## src/logic/smc_pkg.sv

```systemverilog
package smc_pkg;
   localparam int CFG_W = 22;
   localparam int LAT_W = 6;

   localparam logic [2:0] SEL_WORD_ONE = 3'h1;
   localparam logic [2:0] SEL_WORD_TWO = 3'h2;
   localparam int SEL_HI  = 20;
   localparam int SEL_LO  = 18;

   // First-word field positions
   localparam int W1_WLV      = 7;
   localparam int W1_EQ_HI    = 13;
   localparam int W1_EQ_MID   = 6;
   localparam int W1_EQ_LO    = 5;
   localparam int W1_AD_HI    = 4;
   localparam int W1_AD_LO    = 3;
   localparam int W1_DRV_HI   = 2;
   localparam int W1_DRV_LO   = 1;
   localparam int W1_DLL      = 0;
   localparam int W1_QOFF     = 12;
   localparam int W1_NOM_HI   = 10;
   localparam int W1_NOM_LO   = 8;

   // Second-word field positions
   localparam int W2_CRC      = 12;
   localparam int W2_RWR_HI   = 11;
   localparam int W2_RWR_LO   = 9;
   localparam int W2_SRT_HI   = 7;
   localparam int W2_SRT_LO   = 6;
   localparam int W2_CWL_HI   = 5;
   localparam int W2_CWL_LO   = 3;
   // Reserved second-word bits 21, 17, 13, 8, 2, 1, 0
   localparam logic [CFG_W-1:0] W2_RSV_MASK = 22'h22_2107;

   // Reset values: loop enabled, everything else off
   localparam logic [CFG_W-1:0] WORD_ONE_RST = 22'h00_0001;
   localparam logic [CFG_W-1:0] WORD_TWO_RST = 22'h00_0000;

   localparam logic [1:0] AD_ZERO  = 2'h0;
   localparam logic [1:0] AD_M1    = 2'h1;
   localparam logic [1:0] AD_M2    = 2'h2;
   localparam logic [1:0] DRV_34   = 2'h0;
   localparam logic [1:0] DRV_48   = 2'h1;
   localparam logic [2:0] TERM_OFF = 3'h0;
   localparam logic [2:0] RWR_MAX  = 3'h4;
   localparam logic [2:0] CWL_2PRE_MIN = 3'h4;

   localparam logic [3:0] BURST_PLAIN = 4'h8;
   localparam logic [3:0] BURST_CRC   = 4'ha;

   // Write CAS delay in clocks, code 0 in the lowest slice
   localparam logic [8*LAT_W-1:0] CWL_CLOCKS = {6'h14, 6'h12, 6'h10, 6'h0e, 6'h0c, 6'h0b, 6'h0a, 6'h09};

   typedef enum logic [1:0] {
      SRT_NORMAL   = 2'b00,
      SRT_REDUCED  = 2'b01,
      SRT_EXTENDED = 2'b10,
      SRT_AUTO     = 2'b11
   } smc_srt_t;

   typedef enum logic [1:0] {
      LOOP_OFF  = 2'b00,
      LOOP_ON   = 2'b01,
      LOOP_SREF = 2'b10
   } smc_loop_t;

   typedef struct packed {
      logic       wlv;
      logic [2:0] eq;
      logic [1:0] add_code;
      logic [1:0] drv;
      logic       dll_en;
      logic       qoff;
      logic [2:0] nom_term;
   } smc_w1_t;

   typedef struct packed {
      logic       crc_en;
      logic [2:0] wr_term;
      smc_srt_t   srt;
      logic [2:0] cwl_code;
   } smc_w2_t;

   typedef struct packed {
      logic       mrs;
      logic [2:0] sel;
      logic [CFG_W-1:0] data;
   } smc_cmd_t;
endpackage

```

## src/logic/smc_lat_calc.sv

```systemverilog
module smc_lat_calc
   import smc_pkg::*;
(
   input  wire logic [LAT_W-1:0] read_cas_delay_i,
   input  wire logic [LAT_W-1:0] parity_delay_i,
   input  wire logic [1:0]       add_code_i,
   input  wire logic [2:0]       cwl_code_i,
   output wire logic [LAT_W-1:0] additive_delay_o,
   output wire logic [LAT_W-1:0] write_cas_delay_o,
   output wire logic [LAT_W:0]   read_latency_o,
   output wire logic [LAT_W+1:0] write_latency_o
);
   function automatic logic [LAT_W-1:0] cwl_lookup(input logic [2:0] c);
      return CWL_CLOCKS[c*LAT_W +: LAT_W];
   endfunction

   wire logic [LAT_W-1:0] cl_m1 = read_cas_delay_i - 6'h01;
   wire logic [LAT_W-1:0] cl_m2 = read_cas_delay_i - 6'h02;

   // Reserved code 11 treated as zero delay
   assign additive_delay_o  = (add_code_i == AD_M1) ? cl_m1 :
                              (add_code_i == AD_M2) ? cl_m2 : 6'h00;
   assign write_cas_delay_o = cwl_lookup(cwl_code_i);
   assign read_latency_o    = {1'b0, additive_delay_o} + {1'b0, read_cas_delay_i};
   assign write_latency_o   = {2'b00, additive_delay_o} + {2'b00, parity_delay_i}
                            + {2'b00, write_cas_delay_o};
endmodule

```

## src/logic/smc_mode_cfg.sv

```systemverilog
module smc_mode_cfg
   import smc_pkg::*;
(
   input  wire logic             clk_i,
   input  wire logic             rst_b_i,
   input  wire logic             ck_i,
   input  wire logic             cs_b_i,
   input  wire logic             ras_b_i,
   input  wire logic             cas_b_i,
   input  wire logic             we_b_i,
   input  wire logic [CFG_W-1:0] addr_i,
   input  wire logic             odt_i,
   input  wire logic             sref_i,
   input  wire logic             write_burst_i,
   input  wire logic             preamble_2ck_i,
   input  wire logic             quarter_rate_i,
   input  wire logic [LAT_W-1:0] read_cas_delay_i,
   input  wire logic [LAT_W-1:0] parity_delay_i,
   output logic                  write_levelling_enable_o,
   output logic [2:0]            receiver_equaliser_select_o,
   output logic                  eq_vendor_default_o,
   output logic [1:0]            driver_strength_select_o,
   output logic                  driver_reserved_o,
   output logic                  dll_running_o,
   output logic                  output_disable_o,
   output logic [2:0]            nominal_termination_o,
   output logic [2:0]            active_termination_o,
   output logic                  park_active_o,
   output logic                  write_allowed_o,
   output logic                  write_crc_enable_o,
   output logic [3:0]            write_burst_len_o,
   output logic [1:0]            self_refresh_temp_range_o,
   output logic [LAT_W-1:0]      additive_delay_o,
   output logic [LAT_W-1:0]      write_cas_delay_o,
   output logic [LAT_W:0]        read_latency_o,
   output logic [LAT_W+1:0]      write_latency_o,
   output logic                  config_illegal_o
);
   // Reset release
   logic rst_s1;
   logic rst_s2;
   always_ff @(posedge clk_i or negedge rst_b_i) begin
      if (!rst_b_i) begin
         rst_s1 <= 1'b0;
         rst_s2 <= 1'b0;
      end else begin
         rst_s1 <= 1'b1;
         rst_s2 <= rst_s1;
      end
   end
   wire logic rst_b = rst_s2;

   // Pin synchronisers, two flops each
   localparam int PIN_W = CFG_W + 8;
   logic [PIN_W-1:0] pin_s1;
   logic [PIN_W-1:0] pin_s2;
   wire  logic [PIN_W-1:0] pin_raw = {ck_i, cs_b_i, ras_b_i, cas_b_i, we_b_i,
                                      odt_i, sref_i, write_burst_i, addr_i};
   always_ff @(posedge clk_i or negedge rst_b) begin
      if (!rst_b) begin
         pin_s1 <= '0;
         pin_s2 <= '0;
      end else begin
         pin_s1 <= pin_raw;
         pin_s2 <= pin_s1;
      end
   end

   wire logic             ck_s     = pin_s2[PIN_W-1];
   wire logic             cs_b_s   = pin_s2[PIN_W-2];
   wire logic             ras_b_s  = pin_s2[PIN_W-3];
   wire logic             cas_b_s  = pin_s2[PIN_W-4];
   wire logic             we_b_s   = pin_s2[PIN_W-5];
   wire logic             odt_s    = pin_s2[PIN_W-6];
   wire logic             sref_s   = pin_s2[PIN_W-7];
   wire logic             wburst_s = pin_s2[PIN_W-8];
   wire logic [CFG_W-1:0] addr_s   = pin_s2[CFG_W-1:0];

   // Edge finder on the sampled link clock
   logic ck_d;
   always_ff @(posedge clk_i or negedge rst_b) begin
      if (!rst_b) begin
         ck_d <= 1'b0;
      end else begin
         ck_d <= ck_s;
      end
   end
   wire logic ck_rise = ck_s & ~ck_d;

   // Mode-set decode on a rising link-clock edge
   wire logic mrs_hit = ck_rise & ~cs_b_s & ~ras_b_s & ~cas_b_s & ~we_b_s;
   smc_cmd_t cmd;
   assign cmd.mrs  = mrs_hit;
   assign cmd.sel  = addr_s[SEL_HI:SEL_LO];
   assign cmd.data = addr_s;

   wire logic hit_one = cmd.mrs && (cmd.sel == SEL_WORD_ONE);
   wire logic hit_two = cmd.mrs && (cmd.sel == SEL_WORD_TWO);

   // Stored words; unused selects ignored
   logic [CFG_W-1:0] device_mode_config_one;
   logic [CFG_W-1:0] write_path_mode_config;
   always_ff @(posedge clk_i or negedge rst_b) begin
      if (!rst_b) begin
         device_mode_config_one <= WORD_ONE_RST;
         write_path_mode_config <= WORD_TWO_RST;
      end else begin
         if (hit_one) begin
            device_mode_config_one <= cmd.data;
         end
         if (hit_two) begin
            write_path_mode_config <= cmd.data;
         end
      end
   end

   // Field extraction
   smc_w1_t w1;
   smc_w2_t w2;
   assign w1.wlv      = device_mode_config_one[W1_WLV];
   assign w1.eq       = {device_mode_config_one[W1_EQ_HI],
                         device_mode_config_one[W1_EQ_MID],
                         device_mode_config_one[W1_EQ_LO]};
   assign w1.add_code = device_mode_config_one[W1_AD_HI:W1_AD_LO];
   assign w1.drv      = device_mode_config_one[W1_DRV_HI:W1_DRV_LO];
   assign w1.dll_en   = device_mode_config_one[W1_DLL];
   assign w1.qoff     = device_mode_config_one[W1_QOFF];
   assign w1.nom_term = device_mode_config_one[W1_NOM_HI:W1_NOM_LO];
   assign w2.crc_en   = write_path_mode_config[W2_CRC];
   assign w2.wr_term  = write_path_mode_config[W2_RWR_HI:W2_RWR_LO];
   assign w2.srt      = smc_srt_t'(write_path_mode_config[W2_SRT_HI:W2_SRT_LO]);
   assign w2.cwl_code = write_path_mode_config[W2_CWL_HI:W2_CWL_LO];

   // Delay loop state follows enable and self-refresh
   smc_loop_t loop_st;
   smc_loop_t next_loop_st;
   always_comb begin
      next_loop_st = loop_st;
      case (loop_st)
         LOOP_OFF: begin
            if (w1.dll_en) begin
               next_loop_st = sref_s ? LOOP_SREF : LOOP_ON;
            end
         end
         LOOP_ON: begin
            if (!w1.dll_en) begin
               next_loop_st = LOOP_OFF;
            end else if (sref_s) begin
               next_loop_st = LOOP_SREF;
            end
         end
         LOOP_SREF: begin
            if (!w1.dll_en) begin
               next_loop_st = LOOP_OFF;
            end else if (!sref_s) begin
               next_loop_st = LOOP_ON;
            end
         end
         default: next_loop_st = LOOP_OFF;
      endcase
   end
   always_ff @(posedge clk_i or negedge rst_b) begin
      if (!rst_b) begin
         loop_st <= LOOP_ON;
      end else begin
         loop_st <= next_loop_st;
      end
   end
   wire logic loop_run = (loop_st == LOOP_ON);

   // Termination selection
   wire logic       rwr_valid   = (w2.wr_term <= RWR_MAX);
   wire logic       rwr_usable  = rwr_valid && !w1.wlv && (w2.wr_term != TERM_OFF);
   wire logic       in_write    = wburst_s && rwr_usable;
   wire logic [2:0] next_term   = in_write ? w2.wr_term :
                                  odt_s    ? w1.nom_term : TERM_OFF;
   wire logic       next_park   = !odt_s && !in_write;
   // Writes need the loop only when the write termination field is not off
   wire logic       next_wr_ok  = loop_run || (w2.wr_term == TERM_OFF);
   wire logic       eq_default  = (w1.eq == 3'h0);
   wire logic       drv_rsv     = (w1.drv != DRV_34) && (w1.drv != DRV_48);
   wire logic [3:0] next_burst  = w2.crc_en ? BURST_CRC : BURST_PLAIN;

   // Flag settings the controller must not choose
   wire logic bad_pre  = preamble_2ck_i && (w2.cwl_code < CWL_2PRE_MIN);
   wire logic bad_qr   = quarter_rate_i && ((w1.add_code == AD_M1) ||
                         (w2.cwl_code == 3'h0) || (w2.cwl_code == 3'h2));
   wire logic bad_rsv  = |(write_path_mode_config & W2_RSV_MASK);
   wire logic bad_off  = !loop_run && !w1.dll_en &&
                         ((w2.wr_term != TERM_OFF) || (w1.nom_term != TERM_OFF));
   wire logic next_illegal = bad_pre | bad_qr | bad_rsv | bad_off | !rwr_valid;

   wire logic [LAT_W-1:0] ad_w;
   wire logic [LAT_W-1:0] cwl_w;
   wire logic [LAT_W:0]   rl_w;
   wire logic [LAT_W+1:0] wl_w;
   smc_lat_calc u_lat (
      .read_cas_delay_i  (read_cas_delay_i),
      .parity_delay_i    (parity_delay_i),
      .add_code_i        (w1.add_code),
      .cwl_code_i        (w2.cwl_code),
      .additive_delay_o  (ad_w),
      .write_cas_delay_o (cwl_w),
      .read_latency_o    (rl_w),
      .write_latency_o   (wl_w)
   );

   // Registered outputs
   always_ff @(posedge clk_i or negedge rst_b) begin
      if (!rst_b) begin
         write_levelling_enable_o    <= 1'b0;
         receiver_equaliser_select_o <= 3'h0;
         eq_vendor_default_o         <= 1'b1;
         driver_strength_select_o    <= DRV_34;
         driver_reserved_o           <= 1'b0;
         dll_running_o               <= 1'b1;
         output_disable_o            <= 1'b0;
         nominal_termination_o       <= TERM_OFF;
         active_termination_o        <= TERM_OFF;
         park_active_o               <= 1'b1;
         write_allowed_o             <= 1'b1;
         write_crc_enable_o          <= 1'b0;
         write_burst_len_o           <= BURST_PLAIN;
         self_refresh_temp_range_o   <= SRT_NORMAL;
         additive_delay_o            <= '0;
         write_cas_delay_o           <= '0;
         read_latency_o              <= '0;
         write_latency_o             <= '0;
         config_illegal_o            <= 1'b0;
      end else begin
         write_levelling_enable_o    <= w1.wlv;
         receiver_equaliser_select_o <= w1.eq;
         eq_vendor_default_o         <= eq_default;
         driver_strength_select_o    <= w1.drv;
         driver_reserved_o           <= drv_rsv;
         dll_running_o               <= loop_run;
         output_disable_o            <= w1.qoff;
         nominal_termination_o       <= w1.nom_term;
         active_termination_o        <= next_term;
         park_active_o               <= next_park;
         write_allowed_o             <= next_wr_ok;
         write_crc_enable_o          <= w2.crc_en;
         write_burst_len_o           <= next_burst;
         self_refresh_temp_range_o   <= w2.srt;
         additive_delay_o            <= ad_w;
         write_cas_delay_o           <= cwl_w;
         read_latency_o              <= rl_w;
         write_latency_o             <= wl_w;
         config_illegal_o            <= next_illegal;
      end
   end
endmodule

```

## config.mk

```make
export PLATFORM = sky130hd
export DESIGN_NAME = smc_mode_cfg
export DESIGN_NICKNAME = d
export VERILOG_FILES = /design/src/logic/smc_pkg.sv /design/src/logic/smc_lat_calc.sv /design/src/logic/smc_mode_cfg.sv
export SDC_FILE = /design/constraint.sdc
export NUM_CORES = 1
export LEC_CHECK = 0
export ABC_AREA = 1
export BUFFER_PORTS_ARGS = -buffer_cell sky130_fd_sc_hd__buf_2
export CAP_MARGIN = 20
export CORE_AREA = 10 10 167 107
export CTS_BUF_LIST = sky130_fd_sc_hd__clkbuf_4 sky130_fd_sc_hd__clkbuf_8 sky130_fd_sc_hd__clkbuf_16
export DETAILED_ROUTE_END_ITERATION = 10
export DIE_AREA = 0 0 177 117
export GPL_TIMING_DRIVEN = 0
export PLACE_DENSITY_LB_ADDON = 0.2
export SLEW_MARGIN = 25
export SYNTH_ARGS = -nofsm -noshare
export SYNTH_HDL_FRONTEND = slang
export SYNTH_SLANG_ARGS = --single-unit
```

## constraint.sdc

```tcl
create_clock -name clk_i -period 7.4 [get_ports clk_i]
set_input_delay 1.48 -clock clk_i [delete_from_list [all_inputs] [get_ports clk_i]]
set_output_delay 1.48 -clock clk_i [all_outputs]
set_load 0.005 [all_outputs]
```

==> summary.md <==
| Metric | Value |
|---|---|
| Gr ovfl total | `0` |
| Maximum clock rate | `242 MHz` |
| TritonCTS Buffers | `17` |
| Layout cells sized above 1 | `0.274` |
| Antenna fix cells | `0` |
| Fin crit share | `0.558` |
| Crit path DAT | `4.45 ns` |
| CTS tree | `built` |
| H-tree depth | `4` |
| # IOs | `99` |
| Initial core utilization | `0.340` |
| Setup violators final | `0` |
| First-pass GRT wire length | `17500 µm` |
| Post-DR vias/cell | `4.29` |
| Initial DRC Count | `216` |
| Area delta synth->final | `26.9%` |
| Post-route cell area | `0.00644 mm²` |
| Seq/Total Area, Yosys | `0.672` |
| GP Congestion | `0.788` |
| First-pass iteration count of the detailed router | `4` |
| Power Total | `1800 µW` |
| Slowest cell delay on critical path | `0.52 ns` |
| Synth warn | `0` |
| Synth Cell Area | `0.00507 mm²` |
| Largest delay contributor family on the critical path | `simple AND/OR/NAND/NOR gates` |
| Most frequent cells in the layout | `dfrtp_1 (129), buf_2 (92), nand2_1 (78), inv_1 (57), ha_1 (24)` |
| Non-filler cells, final | `765` |
| Static leakage power | `0.00333 µW` |
| Critical-path top delay cell | `nor3_1` |
| Post-route ant nets | `0` |
| Area leader, netlist | `dfrtp_1` |
| Peak supply drop | `132 µV` |
| Post-Route WL | `10800 µm` |
| Synth Area per Inst | `11.7 µm²` |
| Clock buffer depth | `2` |
| Yosys reg bits | `136` |
| Worst R2R Setup Slack | `4.20 ns` |
| I/O Buffers | `91` |
| DIE AREA | `0.0207 mm²` |
| Final HPWL DP | `8040 µm` |
| Synth top area cells | `dfrtp_1 (64%), ha_1 (5.9%), nand2_1 (5.8%), inv_1 (4.2%), dfstp_2 (3.1%)` |
| Core area | `0.0149 mm²` |
| Period minus WS final | `4.13 ns` |
| Fillers | `1385` |
| Clock Root Buffer | `clkbuf_16` |
| Most common cell after layout, fill and taps aside | `dfrtp_1` |
| Rows | `35` |
| Total Negative Setup Slacks | `0 ns` |
| Critical Path End Type | `flip-flop` |
| Mapped Cells | `434` |
| Worst EP required | `7.72 ns` |
| Unrepaired setup endpoints after global routing | `false` |
| Area share of the largest cell type after synthesis | `0.641` |
| DRC | `0` |
| # hold bufs at CTS | `0` |
| Fin Clk Skew | `0.00974 ns` |
| Vias in the first global route | `3353` |
| Setup bufs post-CTS | `0` |
| CP max FO | `5` |
| Slew @ Worst Pin | `0.621 ns` |
| Max Slew Vio Count | `0` |
| CTS Sinks | `136` |
| Total number of vias | `3284` |
| Worst setup SP type | `primary input` |
| Worst-skew pair later-pin latency | `0.40 ns` |
| CP most frequent cell | `nand2_1` |
| Max cap viols | `0` |
| Status | `completed` |
| Die H | `117 µm` |
| Buf/Inv on CP | `4` |
| Synth unique cells | `32` |
| Tot GR Track Use | `0.108` |
| # nets final | `622` |
| Hold Path Class | `reg -> async` |
| Post-Place Cells | `733` |
| WL/cell | `14.1 µm` |
| Pwr Density | `279 mW/mm²` |
| Largest net degree at the start of global routing | `52` |
| Cells along the critical path | `buf_2 > inv_1 > ha_1 > nand2_1 > inv_1 > nand2_1 > a21oi_1 > nor3_1 > ha_1 > nand2_1 > nand2_1 > nor2_1 > xor2_1 > inv_1 > ha_1 > nand2_1 > a21oi_1 > nor2_1 > nor3_1` |
| Rel. slew slack | `0.586` |
| Cts repair resizes | `0` |
| CTS clk-pin slew, worst paths | `0.06 ns` |
| Hold Violations, Final | `0` |
| Placed cell areas | `0.00585 mm²` |
| Kind of critical path | `in -> reg` |
| Final hold slack | `0.321 ns` |
| Initial antenna violation count | `0` |
| Die width | `177 µm` |
## per-layer routing
layer	GRT usage	vias up	routed length (µm)
met5	0	-	0
met4	0.0441	0	85
met3	0.0359	8	665
met2	0.152	84	4610
met1	0.150	1580	5410
li1	-	1612	-
## path summary, 6_finish.rpt
| kind | cells after the start | to | from |
|---|---|---|---|
| max | 19 | write_latency_o[7] | read_cas_delay_i[1] |
| min | 0 | pin_s1[27] | rst_b |
| max reg2reg | 14 | write_latency_o[7] | device_mode_config_one[3] |
| min reg2reg | 0 | pin_s1[27] | rst_b |
| max in group asynchronous | 1 | eq_vendor_default_o | rst_b |
| min in group clk_i | 0 | pin_s2[9] | pin_s1[9] |
## cell families (layout without fill, tap and decap cells)
group / Yosys count / in the layout / synth area share
buffers and inverters: 68 / 193 / 0.0594
XOR/XNOR: 11 / 11 / 0.0190
AO/OA/AOI/OAI: 59 / 59 / 0.0676
adder cells (fa/ha/maj): 27 / 27 / 0.0710
flip-flops: 136 / 136 / 0.672
other: 2 / 5 / 0.00148
AND/OR/NAND/NOR: 131 / 131 / 0.109
## Yosys cell counts
library cell  instances
dfrtp_1             130
nand2_1              78
inv_1                57
ha_1                 24
nor2_1               21
o21ai_0              21
nand3_1              16
a21oi_1              11
o21ai_1              11
o21ai_2               9
xor2_1                7
buf_4                 6
dfstp_2               6
nor3_1                6
nand4_1               4
xnor2_1               4
buf_6                 3
fa_1                  3
conb_1                2
nand2_2               2
o22ai_1               2
a211oi_1              1
a21o_1                1
a22oi_1               1
a31oi_1               1
and2_1                1
buf_2                 1
clkbuf_1              1
nand3b_1              1
nor3_4                1
nor4_1                1
o21bai_1              1
## final cells by class
| cell class | instances | area [µm²] | share of cell area |
|---|---|---|---|
| timing repair buffer | 93 | 510 | 0.0792 |
| clock buffer | 19 | 453 | 0.0703 |
| clock inverter | 13 | 135 | 0.0210 |
| buffer | 11 | 87.6 | 0.0136 |
| sequential | 136 | 3410 | 0.530 |
| tap | 203 | 254 | 0.0394 |
| multi-input combinational | 233 | 1370 | 0.213 |
| inverter | 57 | 214 | 0.0332 |
## registers in the layout, summed over array words and instances (netlist names), 5 cells and up
signal	cells
additive_delay_o	6
device_mode_config_one	13
pin_s1	27
pin_s2	27
read_latency_o	7
write_cas_delay_o	5
write_latency_o	8
write_path_mode_config	16
## through the flow
| step | utilization | worst slack (ns) |
|---|---|---|
| finish | 0.431 | 3.27 |
| global route | 0.431 | 3.04 |
| CTS | 0.431 | 3.32 |
| detailed placement | 0.392 | 2.91 |
| global placement | 0.388 | 1.93 |
| floorplan | - | 3.34 |
## power by group
group / switching, µW / total, µW / internal [µW]
Combinational: 88.5 / 155 / 66.7
Sequential: 21.2 / 816 / 795
Clock: 336 / 826 / 490
Note: power is estimated with default switching activity, not from simulation.
